`config.mk`:
```
export PLATFORM = sky130hd
export DESIGN_NAME = sac_ctrl
export DESIGN_NICKNAME = d
export VERILOG_FILES = /design/src/sac_pkg.sv /design/src/sac_ctrl.sv /design/src/sac_edge.sv /design/src/sac_count.sv
export VERILOG_INCLUDE_DIRS = /design/src
export SDC_FILE = /design/constraint.sdc
export NUM_CORES = 1
export LEC_CHECK = 0
export ABC_AREA = 1
export BUFFER_PORTS_ARGS = -buffer_cell sky130_fd_sc_hd__buf_4
export CORE_MARGIN = 5
export CORE_UTILIZATION = 35
export DETAILED_ROUTE_END_ITERATION = 10
export HOLD_SLACK_MARGIN = 0.08
export SKIP_LAST_GASP = 1
export SLEW_MARGIN = 25
export SYNTH_ARGS = -nofsm -noshare
export SYNTH_HDL_FRONTEND = slang
export SYNTH_HIERARCHICAL = 1
export SYNTH_SLANG_ARGS = --single-unit
```
`constraint.sdc`:
```
create_clock -name clk -period 2.1 [get_ports clk]
set_input_delay 0.21 -clock clk [delete_from_list [all_inputs] [get_ports clk]]
set_output_delay 0.21 -clock clk [all_outputs]
set_load 0.01 [all_outputs]
```
`src/sac_map.svh`:
```
`ifndef SAC_MAP_SVH
`define SAC_MAP_SVH
// result and bus geometry
`define SAC_RES_W        18
`define SAC_BUS_W        18
// interface mode codes {hi,lo}
`define SAC_MODE_PAR18   2'h0
`define SAC_MODE_PAR16   2'h1
`define SAC_MODE_PAR8    2'h2
`define SAC_MODE_SERIAL  2'h3
// always-driven upper lines
`define SAC_TOP_LO       14
// timing, figures in ns at a 50 ns clock
`define SAC_CLK_NS       50
`define SAC_CONV_NS      500
`define SAC_CONV_CYC     ((`SAC_CONV_NS + `SAC_CLK_NS - 1) / `SAC_CLK_NS)
`define SAC_CAL_NS       1000
`define SAC_CAL_CYC      ((`SAC_CAL_NS + `SAC_CLK_NS - 1) / `SAC_CLK_NS)
`define SAC_CNT_W        8
// two's complement flips the msb
`define SAC_MSB          17
`endif

```
`src/sac_pkg.sv`:
```
package sac_pkg;
	typedef enum logic [1:0] {
		SAC_IDLE,
		SAC_CONV,
		SAC_CAL
	} sac_state_t;

	typedef struct packed {
		logic       cs_n;
		logic       rd_n;
		logic       format_select;
		logic       word_addr;
		logic       byte_addr_hi;
		logic [1:0] iface_sel;
	} sac_rd_t;

	typedef struct packed {
		logic [17:0] data;
		logic [17:0] oe;
	} sac_bus_t;
endpackage

```
`src/sac_ctrl.sv`:
```
`timescale 1ns/1ns
`include "sac_map.svh"
module sac_ctrl
	import sac_pkg::*;
(
	input  wire logic        clk,
	input  wire logic        rst_b,
	input  wire logic        ce,
	input  wire logic        reset_in,
	input  wire logic        conv_start_n,
	input  wire logic        power_down_in,
	input  wire logic        ref_power_down,
	input  wire logic        refbuf_power_down,
	input  wire logic [17:0] sar_code,
	input  wire logic        sclk_in,
	input  wire sac_rd_t     rd,
	output sac_bus_t         bus,
	output logic             busy,
	output logic             hold,
	output logic             ref_enable,
	output logic             refbuf_enable,
	output logic             sclk_gated,
	output logic             powered_down
);
	// ------------------------------------------------------------
	// reset release
	// ------------------------------------------------------------
	logic       rst_s1;
	logic       rst_n;

	// two-stage release of the asynchronous reset
	always_ff @(posedge clk or negedge rst_b)
	begin
		if (!rst_b)
		begin
			rst_s1 <= 1'b0;
			rst_n  <= 1'b0;
		end
		else
		begin
			rst_s1 <= 1'b1;
			rst_n  <= rst_s1;
		end
	end

	// ------------------------------------------------------------
	// edges and counter
	// ------------------------------------------------------------
	logic       start_fall;
	logic       reset_fall;
	logic       cnt_done;
	logic       cnt_load;
	logic [7:0] cnt_val;
	sac_state_t state;
	sac_state_t next_state;
	logic [17:0] result;
	logic        pd_latched;

	// conversion start edge
	sac_edge u_start_edge
	(
		.clk   (clk),
		.rst_n (rst_n),
		.ce    (ce),
		.level (conv_start_n),
		.fall  (start_fall)
	);

	// reset pin falling edge; pin idles low, so no calibration right after reset
	sac_edge
	#(
		.IDLE (1'b0)
	)
	u_reset_edge
	(
		.clk   (clk),
		.rst_n (rst_n),
		.ce    (ce),
		.level (reset_in),
		.fall  (reset_fall)
	);

	// conversion and calibration timer
	sac_count u_timer
	(
		.clk      (clk),
		.rst_n    (rst_n),
		.ce       (ce),
		.load     (cnt_load),
		.load_val (cnt_val),
		.run      (state != SAC_IDLE),
		.done     (cnt_done)
	);

	// ------------------------------------------------------------
	// conversion sequencer
	// ------------------------------------------------------------
	logic start_ok;

	// starts refused in power-down or while reset is high
	assign start_ok = start_fall & ~pd_latched & ~reset_in;

	// next state and counter load
	always_comb
	begin
		next_state = state;
		cnt_load   = 1'b0;
		cnt_val    = 8'h00;
		case (state)
			SAC_IDLE:
			begin
				if (reset_fall)
				begin
					next_state = SAC_CAL;
					cnt_load   = 1'b1;
					cnt_val    = 8'(`SAC_CAL_CYC);
				end
				else if (start_ok)
				begin
					next_state = SAC_CONV;
					cnt_load   = 1'b1;
					cnt_val    = 8'(`SAC_CONV_CYC);
				end
			end
			SAC_CONV:
			begin
				if (cnt_done)
					next_state = SAC_IDLE;
			end
			SAC_CAL:
			begin
				if (cnt_done)
					next_state = SAC_IDLE;
			end
			default:
				next_state = SAC_IDLE;
		endcase
		if (reset_in)
		begin
			next_state = SAC_IDLE; // abandon any conversion
			cnt_load   = 1'b0;
		end
	end

	// state register
	always_ff @(posedge clk or negedge rst_n)
	begin
		if (!rst_n)
			state <= SAC_IDLE;
		else if (ce)
			state <= next_state;
	end

	// busy high through conversion and calibration
	always_ff @(posedge clk or negedge rst_n)
	begin
		if (!rst_n)
			busy <= 1'b0;
		else if (ce)
			busy <= (next_state != SAC_IDLE);
	end

	// sampler held during conversion
	always_ff @(posedge clk or negedge rst_n)
	begin
		if (!rst_n)
			hold <= 1'b0;
		else if (ce)
			hold <= (next_state == SAC_CONV);
	end

	// result latched at the end, then left alone
	always_ff @(posedge clk or negedge rst_n)
	begin
		if (!rst_n)
			result <= 18'h0_0000;
		else if (ce && state == SAC_CONV && cnt_done && !reset_in)
			result <= sar_code;
	end

	// power-down takes effect only when no conversion runs
	always_ff @(posedge clk or negedge rst_n)
	begin
		if (!rst_n)
			pd_latched <= 1'b0;
		else if (ce && (state == SAC_IDLE || !power_down_in))
			pd_latched <= power_down_in;
	end

	assign powered_down = pd_latched;

	// reference enables
	assign ref_enable    = ~ref_power_down;
	assign refbuf_enable = ~refbuf_power_down;

	// ------------------------------------------------------------
	// output bus
	// ------------------------------------------------------------
	logic [17:0] coded;
	logic        read_en;
	logic [17:0] next_data;
	logic [17:0] next_oe;

	// two's complement when format select is low
	assign coded   = rd.format_select ? result : (result ^ 18'h2_0000);
	assign read_en = ~rd.cs_n & ~rd.rd_n;

	// serial clock gated by chip select
	assign sclk_gated = sclk_in & ~rd.cs_n & (rd.iface_sel == `SAC_MODE_SERIAL);

	// lane steering per interface mode
	always_comb
	begin
		next_data = 18'h0_0000;
		next_oe   = 18'h0_0000;
		case (rd.iface_sel)
			`SAC_MODE_PAR18:
			begin
				next_data = coded;
				next_oe   = 18'h3_FFFF;
			end
			`SAC_MODE_PAR16:
			begin
				next_oe = 18'h3_FFFC; // lines 0,1 are inputs
				if (!rd.word_addr)
					next_data = {coded[17:2], 2'b00};
				else
					next_data = {14'h0000, coded[1:0], 2'b00};
			end
			`SAC_MODE_PAR8:
			begin
				next_oe = 18'h3_FC00; // lines 0-9 float
				case ({rd.word_addr, rd.byte_addr_hi})
					2'b00:   next_data = {coded[17:10], 10'h000};
					2'b01:   next_data = {coded[9:2], 10'h000};
					2'b10:   next_data = {6'h00, coded[1:0], 10'h000};
					2'b11:   next_data = {coded[1:0], 16'h0000};
					default: next_data = 18'h0_0000;
				endcase
			end
			`SAC_MODE_SERIAL:
			begin
				next_oe = 18'h3_C000; // low lines float, upper driven
				next_data = {coded[17:14], 14'h0000};
			end
			default:
			begin
				next_data = 18'h0_0000;
				next_oe   = 18'h0_0000;
			end
		endcase
		if (!read_en)
			next_oe = 18'h3_C000 & next_oe;
		next_oe[17:`SAC_TOP_LO] = 4'hF;
	end

	// registered bus outputs
	always_ff @(posedge clk or negedge rst_n)
	begin
		if (!rst_n)
			bus <= '{data: 18'h0_0000, oe: 18'h3_C000};
		else if (ce)
			bus <= '{data: next_data, oe: next_oe};
	end
endmodule

```
`src/sac_edge.sv`:
```
`timescale 1ns/1ns
// one-cycle falling edge detector on a synchronous level
module sac_edge
#(
	parameter logic IDLE = 1'b1 // idle level of the watched pin
)
(
	input  wire logic clk,
	input  wire logic rst_n,
	input  wire logic ce,
	input  wire logic level,
	output logic      fall
);
	logic prev;

	// hold last level; reset to the idle level so no false edge
	always_ff @(posedge clk or negedge rst_n)
	begin
		if (!rst_n)
			prev <= IDLE;
		else if (ce)
			prev <= level;
	end

	assign fall = ce & prev & ~level;
endmodule

```
`src/sac_count.sv`:
```
`timescale 1ns/1ns
// down counter: load then count to zero, done pulses on last step
module sac_count
(
	input  wire logic       clk,
	input  wire logic       rst_n,
	input  wire logic       ce,
	input  wire logic       load,
	input  wire logic [7:0] load_val,
	input  wire logic       run,
	output logic            done
);
	logic [7:0] cnt;

	// countdown while run
	always_ff @(posedge clk or negedge rst_n)
	begin
		if (!rst_n)
			cnt <= 8'h00;
		else if (ce)
		begin
			if (load)
				cnt <= load_val;
			else if (run && cnt != 8'h00)
				cnt <= cnt - 8'h01;
		end
	end

	assign done = ce & run & ~load & (cnt == 8'h01);
endmodule

```
---- Yosys cells after proc, flatten, opt, wreduce, memory -nomap -nowiden ----
Index checks and enable logic that the tools add are counted.
operators by class
  add/subtract/negate cells ............... 1
  equality and inequality tests ........... 10
  muxes and demuxes ....................... 20
  bitwise logic cells ..................... 21
  reductions and logical operators ........ 17
operators by type and width
  cell                                                 number
  case mux 18 bit (4 select lines)                     2
  case mux 14 bit (4 select lines)                     1
  2-to-1 mux 18 bit                                    2
  2-to-1 mux 8 bit                                     3
  2-to-1 mux 14 bit                                    1
  bitwise AND 1 bit                                    12
  equality test 2 bit, second input constant           5
  inverter 1 bit                                       9
  equality test 2 x 1 -> 1 bit, second input constant  4
  equality test 8 x 1 -> 1 bit, second input constant  1
  2-to-1 mux 2 bit                                     4
  nonzero test 8 bit                                   1
  subtractor 8 x 1 -> 8 bit, second input constant     1
  zero test 2 bit                                      3
  nonzero test 2 bit                                   3
  logical AND 1 bit                                    5
  2-to-1 mux 5 bit                                     1
  2-to-1 mux 1 bit                                     4
  2-to-1 mux 4 bit                                     1
  case mux 2 bit (2 select lines)                      1
  zero test 1 bit                                      2
  AND reduction 2 bit                                  1
  OR reduction 2 bit                                   1
  logical OR 1 bit                                     1
word-level totals
  register bits after elaboration ......... 67
  bits of input ports ..................... 34
  output and inout bits ................... 42

---- Depth between registers and ports, before layout ----
  depth after elaboration ................. 15
  depth in mapped cells ................... 14

---- Cells and area by module ----
The synthesis kept the hierarchy.
modules (own cells, without submodules)
  module                   times used  cells each  area each (sq um)
  sac_ctrl                 1           292         2311.0
  sac_count                1           102         684.4
  sac_edge (u_start_edge)  1           7           48.8
  sac_edge (u_reset_edge)  1           7           47.5

---- Worst setup path after synthesis ----
Ideal clock, no wire load.
  kind .................................... register to register
  from .................................... register state[0]
  to ...................................... register result[0]
  arrival ................................. 1.903 ns
  path slack .............................. 0.066 ns
  cell stages (with the launch flop) ...... 12
  path buffers ............................ 1
  cell sequence ........................... dfrtp_1 inv_1 ha_1 inv_1 a211oi_1 nor2_1 nand3_1 nor3_1 nand4_2 clkbuf_1 nand2_1 o21ai_0
on the way
  longest elaborated chain between the ends .. 8
ends and longest elaborated chain
  what                             RTL line         source
  start, declared                  sac_ctrl.sv:54   sac_state_t state;
  start signal, assigned           sac_ctrl.sv:151  state <= next_state;
  zero test 2 bit                  sac_ctrl.sv:109  case (state)
  2-to-1 mux 1 bit                 sac_ctrl.sv:109
  2-to-1 mux 1 bit                 sac_ctrl.sv:138  if (reset_in)
  via cnt_load                     sac_ctrl.sv:52   logic cnt_load;
  inverter 1 bit                   sac_count.sv:29  assign done = ce & run & ~load & (cnt == 8'h01);
  bitwise AND 1 bit (2 in series)  sac_count.sv:29
  via cnt_done                     sac_ctrl.sv:51   logic cnt_done;
  logical AND 1 bit (2 in series)  sac_ctrl.sv:177  else if (ce && state == SAC_CONV && cnt_done && !reset_in)
  end signal, assigned             sac_ctrl.sv:178  result <= sar_code;
  end, declared                    sac_ctrl.sv:56   logic [17:0] result;
The timed path passes the listed nets, and every way through them passes these cells.
A chain may end at the register's enable or synchronous reset.

---- Worst setup path after layout ----
  from .................................... register state[1]
  to ...................................... register hold
on the way
  longest elaborated chain between the ends .. 10
ends and longest elaborated chain
  what                             RTL line                          source
  zero test 2 bit                  sac_ctrl.sv:109
  2-to-1 mux 1 bit                 sac_ctrl.sv:109
  2-to-1 mux 1 bit                 sac_ctrl.sv:138
  via cnt_load                     sac_ctrl.sv:52
  inverter 1 bit                   sac_count.sv:29
  bitwise AND 1 bit (2 in series)  sac_count.sv:29
  via cnt_done                     sac_ctrl.sv:51
  2-to-1 mux 2 bit                 sac_ctrl.sv:127, sac_ctrl.sv:132
  case mux 2 bit (2 select lines)  sac_ctrl.sv:109
  2-to-1 mux 2 bit                 sac_ctrl.sv:138
  equality test 2 x 1 -> 1 bit     sac_ctrl.sv:169                   hold <= (next_state == SAC_CONV);
  end signal, assigned             sac_ctrl.sv:169
  end, declared                    sac_ctrl.sv:19                    output logic hold,
The timed path passes the listed nets, and every way through them passes these cells.

==> impl_metrics.csv <==
group,metric,value,unit
outcome,outcome,"complete, no violations",
global_route,antenna_found_initial,0,
hold_path,min-delay-path-class,"primary input to flip-flop",
sta,period_share,93.50,%
floorplan,start_util,35.63,%
detailed_routing,antenna_left,0,
clock_tree,insertion_delay,310,ps
sta,relative_slew_slack,55.15,%
floorplan,core.rowCount,34,
setup_path,setup_cp_type,"flip-flop to flip-flop",
floorplan,fp.dieH,104.0,µm
sta,final-setup-viol-count,0,
clock_tree,cts_tree,"yes",
clock_tree,numCtsBuffers,5,
place,place.gp.congestion,0.8503,
setup_path,crit_path_frequent_cell,"sky130_fd_sc_hd__inv_1",
sta,max_freq,0.5093,GHz
yosys,ys_ff_latch,56,
global_route,global_route.overflow_total,0,
global_route,first_global_vias,2637,
setup_path,worstPathBufferInverterCount,3,
place,dp_worst_setup_slack,23.03,ps
sta,slew_viols_final,0,
detailed_routing,drt_iter0_markers,140,
yosys,synthFlopType,"sky130_fd_sc_hd__dfrtp_1",
final_layout,area_growth,25.74,%
setup_path,endpoint_kind,"flip-flop",
final_layout,most_used_cells_in_the_layout_excluding_fill_and_tap_cells,"111 x sky130_fd_sc_hd__nand2_1, 76 x sky130_fd_sc_hd__buf_4, 54 x sky130_fd_sc_hd__dfrtp_1",
detailed_routing,dr_total_vias,2677,
setup_path,setup.worst_path.start_class,"flip-flop",
yosys,ys_seq_area_share,45.37,%
flow_run,drv.max_cap_violation_count,0,
final_layout,cell_area_after_layout,3887,µm²
detailed_routing,post_drt_wl_per_cell,12.46,µm
clock_tree,root_buffer_cell,"sky130_fd_sc_hd__clkbuf_8",
global_route,grt_start_max_net_pins,55,
place,placement.cell_area,3675,µm²
clock_tree,clock-sinks,56,
final_layout,final_common_cell,"sky130_fd_sc_hd__nand2_1",
setup_path,crit_path_max_fanout,4,
yosys,edff_count_synth,0,
yosys,synthesis.instances,408,
global_route,grt_pass1_wl,12390,µm
yosys,synthArstFlopShare,100.0,%
power,cellPowerDensity,751.9,nW/µm²
setup_path,worst_ep_required_time,2310,ps
final_layout,design.final.nets,519,
floorplan,floorplan.die_area,10810,µm²
setup_path,cp.arrival,2180,ps
global_route,grt_util_all_layers,13.64,%
final_layout,fraction_of_final_layout_cells_with_drive_strength_greater_than_1,25.42,%
clock_tree,clock_tree.htree_level_count,2,
floorplan,core_area,8678,µm²
setup_path,worst_path_max_delay_cell,"sky130_fd_sc_hd__dfrtp_1",
clock_tree,clkTransAtPathRegs,100,ps
sta,timing.final.crit_period,1963,ps
yosys,yosysWarningCount,6,
place,numPortBuffers,71,
final_layout,diodes_inserted,0,
sta,final_number_of_hold_violating_endpoints,0,
floorplan,boundaryPins,76,
yosys,syn_avg_cell_area,7.578,µm²
setup_path,dominant_delay_contributor_by_cell_family_on_the_critical_path,"simple AND/OR/NAND/NOR gates",
floorplan,dieWidth,104.0,µm
power,ir_drop,0.2758,mV
setup_path,cp_cell_sequence,"inv_1 > ha_1 > inv_1 > a211oi_2 > nor2_2 > nand3_2 > nor3_4 > inv_1 > nand2_2 > and2_4 > nand2_2 > nand2_1 > nand3_2 > nand2_1",
detailed_routing,postRouteWirelength,7329,µm
detailed_routing,detail_route.vias_per_cell,4.553,
place,place.detailed.hpwl,5508,µm
yosys,syn_area,3092,µm²
yosys,yosys.cell_types.count,35,
clock_tree,cts_setup_buffers,0,
setup_path,critical_path.max_stage_delay,400,ps
clock_tree,cts_max_path_buffers,2,
detailed_routing,dr.pass1.iters,4,
sta,clock_skew,4.823,ps
sta,postLayoutSetupSlackWorst,136.6,ps
power,p_leak,2.110,nW
sta,timing_worst_slew_pin_value,672.8,ps
sta,fin_tns_setup,0,ps
detailed_routing,route.detailed.drc,0,
[what timing repair did]
action | CTS | global route
hold endpoints to repair | 4 | 0
hold buffers | 4 | 0
gates resized for setup | 1 | 14
pin swaps | 0 | 5
setup endpoints to repair | 1 | 22
[power by group]
group          switching [mW]  total [mW]  internal [mW]
clock network           0.372       0.732          0.360
registers               0.116        1.30           1.19
logic                   0.537       0.887          0.350
total                    1.03        2.92           1.90
[flip-flops by register name (all words and copies together) (netlist names)]
| register | flops |
|---|---|
| bus | 21 |
| busy | 1 |
| hold | 1 |
| powered_down | 1 |
| result | 18 |
| rst_n | 1 |
| rst_s1 | 1 |
| state | 2 |
| u_reset_edge/prev | 1 |
| u_start_edge/prev | 1 |
| u_timer/cnt | 8 |
[cell type report]
class / instances / area (µm²)
clock inverter: 3 / 46.29
fill: 903 / 4791
multi-input combinational: 280 / 1401
clock buffer: 5 / 68.82
sequential: 56 / 1404
timing repair buffer: 81 / 625.6
tap: 108 / 135.1
inverter: 55 / 206.4
[cells by family (layout without fill, tap and decap cells)]
logic type | after synthesis | in the layout | synth area share [%]
multiplexers | 1 | 1 | 0.3238
buffers and inverters | 79 | 144 | 11.78
adder cells (fa/ha/maj) | 6 | 6 | 2.428
flip-flops | 56 | 56 | 45.37
AO/OA/AOI/OAI | 54 | 54 | 9.511
other | 2 | 9 | 0.2429
AND/OR/NAND/NOR | 209 | 209 | 30.07
XOR/XNOR | 1 | 1 | 0.2833
[final timing paths]
path                              startpoint                 to  slack [ps]  depth (start not counted)
worst max-delay path                state[1]               hold         140                         14
worst min-delay path            conv_start_n  u_start_edge/prev         110                          3
worst max register to register      state[1]               hold         140                         14
worst min register to register        rst_s1              rst_n         360                          0
max in group asynchronous              rst_n     u_timer/cnt[4]        1270                          1
min in group asynchronous              rst_b              rst_n         190                          2
[per-stage QoR]
step | cells | total power, mW | hold slack, ps | utilization, %
after floorplan | 415 | 1.910 | -85.59 | -
after CTS | 588 | 2.914 | 103.9 | 44.18
after global routing | 588 | 3.151 | 105.9 | 44.80
after detailed placement | 576 | 2.169 | -6.313 | 42.34
final | 588 | 2.923 | 112.9 | 44.80
after global placement | 576 | 2.158 | -7.257 | 42.34
[worst reg2reg max path: stages (launching register included)]
cell and delay, ps:
sky130_fd_sc_hd__dfrtp_1 400, sky130_fd_sc_hd__inv_1 130, sky130_fd_sc_hd__ha_1 240, sky130_fd_sc_hd__inv_1 90, sky130_fd_sc_hd__a211oi_2 270, sky130_fd_sc_hd__nor2_2 80
sky130_fd_sc_hd__nand3_2 120, sky130_fd_sc_hd__nor3_4 50, sky130_fd_sc_hd__inv_1 60, sky130_fd_sc_hd__nand2_2 60, sky130_fd_sc_hd__and2_4 130, sky130_fd_sc_hd__nand2_2 70
sky130_fd_sc_hd__nand2_1 60, sky130_fd_sc_hd__nand3_2 60, sky130_fd_sc_hd__nand2_1 50
[cell usage after synthesis, types with 2 or more instances]
cell type | count | area (µm²)
sky130_fd_sc_hd__conb_1 | 2 | 7.510
sky130_fd_sc_hd__inv_1 | 49 | 183.9
sky130_fd_sc_hd__o21ai_1 | 6 | 30.03
sky130_fd_sc_hd__buf_4 | 15 | 112.6
sky130_fd_sc_hd__nor2_4 | 3 | 33.78
sky130_fd_sc_hd__nor3_1 | 2 | 10.01
sky130_fd_sc_hd__nand2_4 | 3 | 33.78
sky130_fd_sc_hd__clkbuf_1 | 5 | 18.77
sky130_fd_sc_hd__inv_2 | 6 | 22.52
sky130_fd_sc_hd__ha_1 | 6 | 75.07
sky130_fd_sc_hd__a21oi_1 | 11 | 55.05
sky130_fd_sc_hd__nand3_1 | 31 | 155.2
sky130_fd_sc_hd__nor2_1 | 42 | 157.7
sky130_fd_sc_hd__buf_2 | 3 | 15.01
sky130_fd_sc_hd__nor2_2 | 6 | 37.54
sky130_fd_sc_hd__nand2_2 | 3 | 18.77
sky130_fd_sc_hd__o21ai_0 | 31 | 155.2
sky130_fd_sc_hd__nand2_1 | 113 | 424.2
sky130_fd_sc_hd__dfrtp_1 | 55 | 1376
[layer usage]
layer | global-route usage [%] | share of wire, %
met5 | 0 | 0
met4 | 3.238 | 0.64
met3 | 3.104 | 4.4
met2 | 23.59 | 50
met1 | 17.24 | 45
No activity file was read; power rests on OpenSTA's default activity.
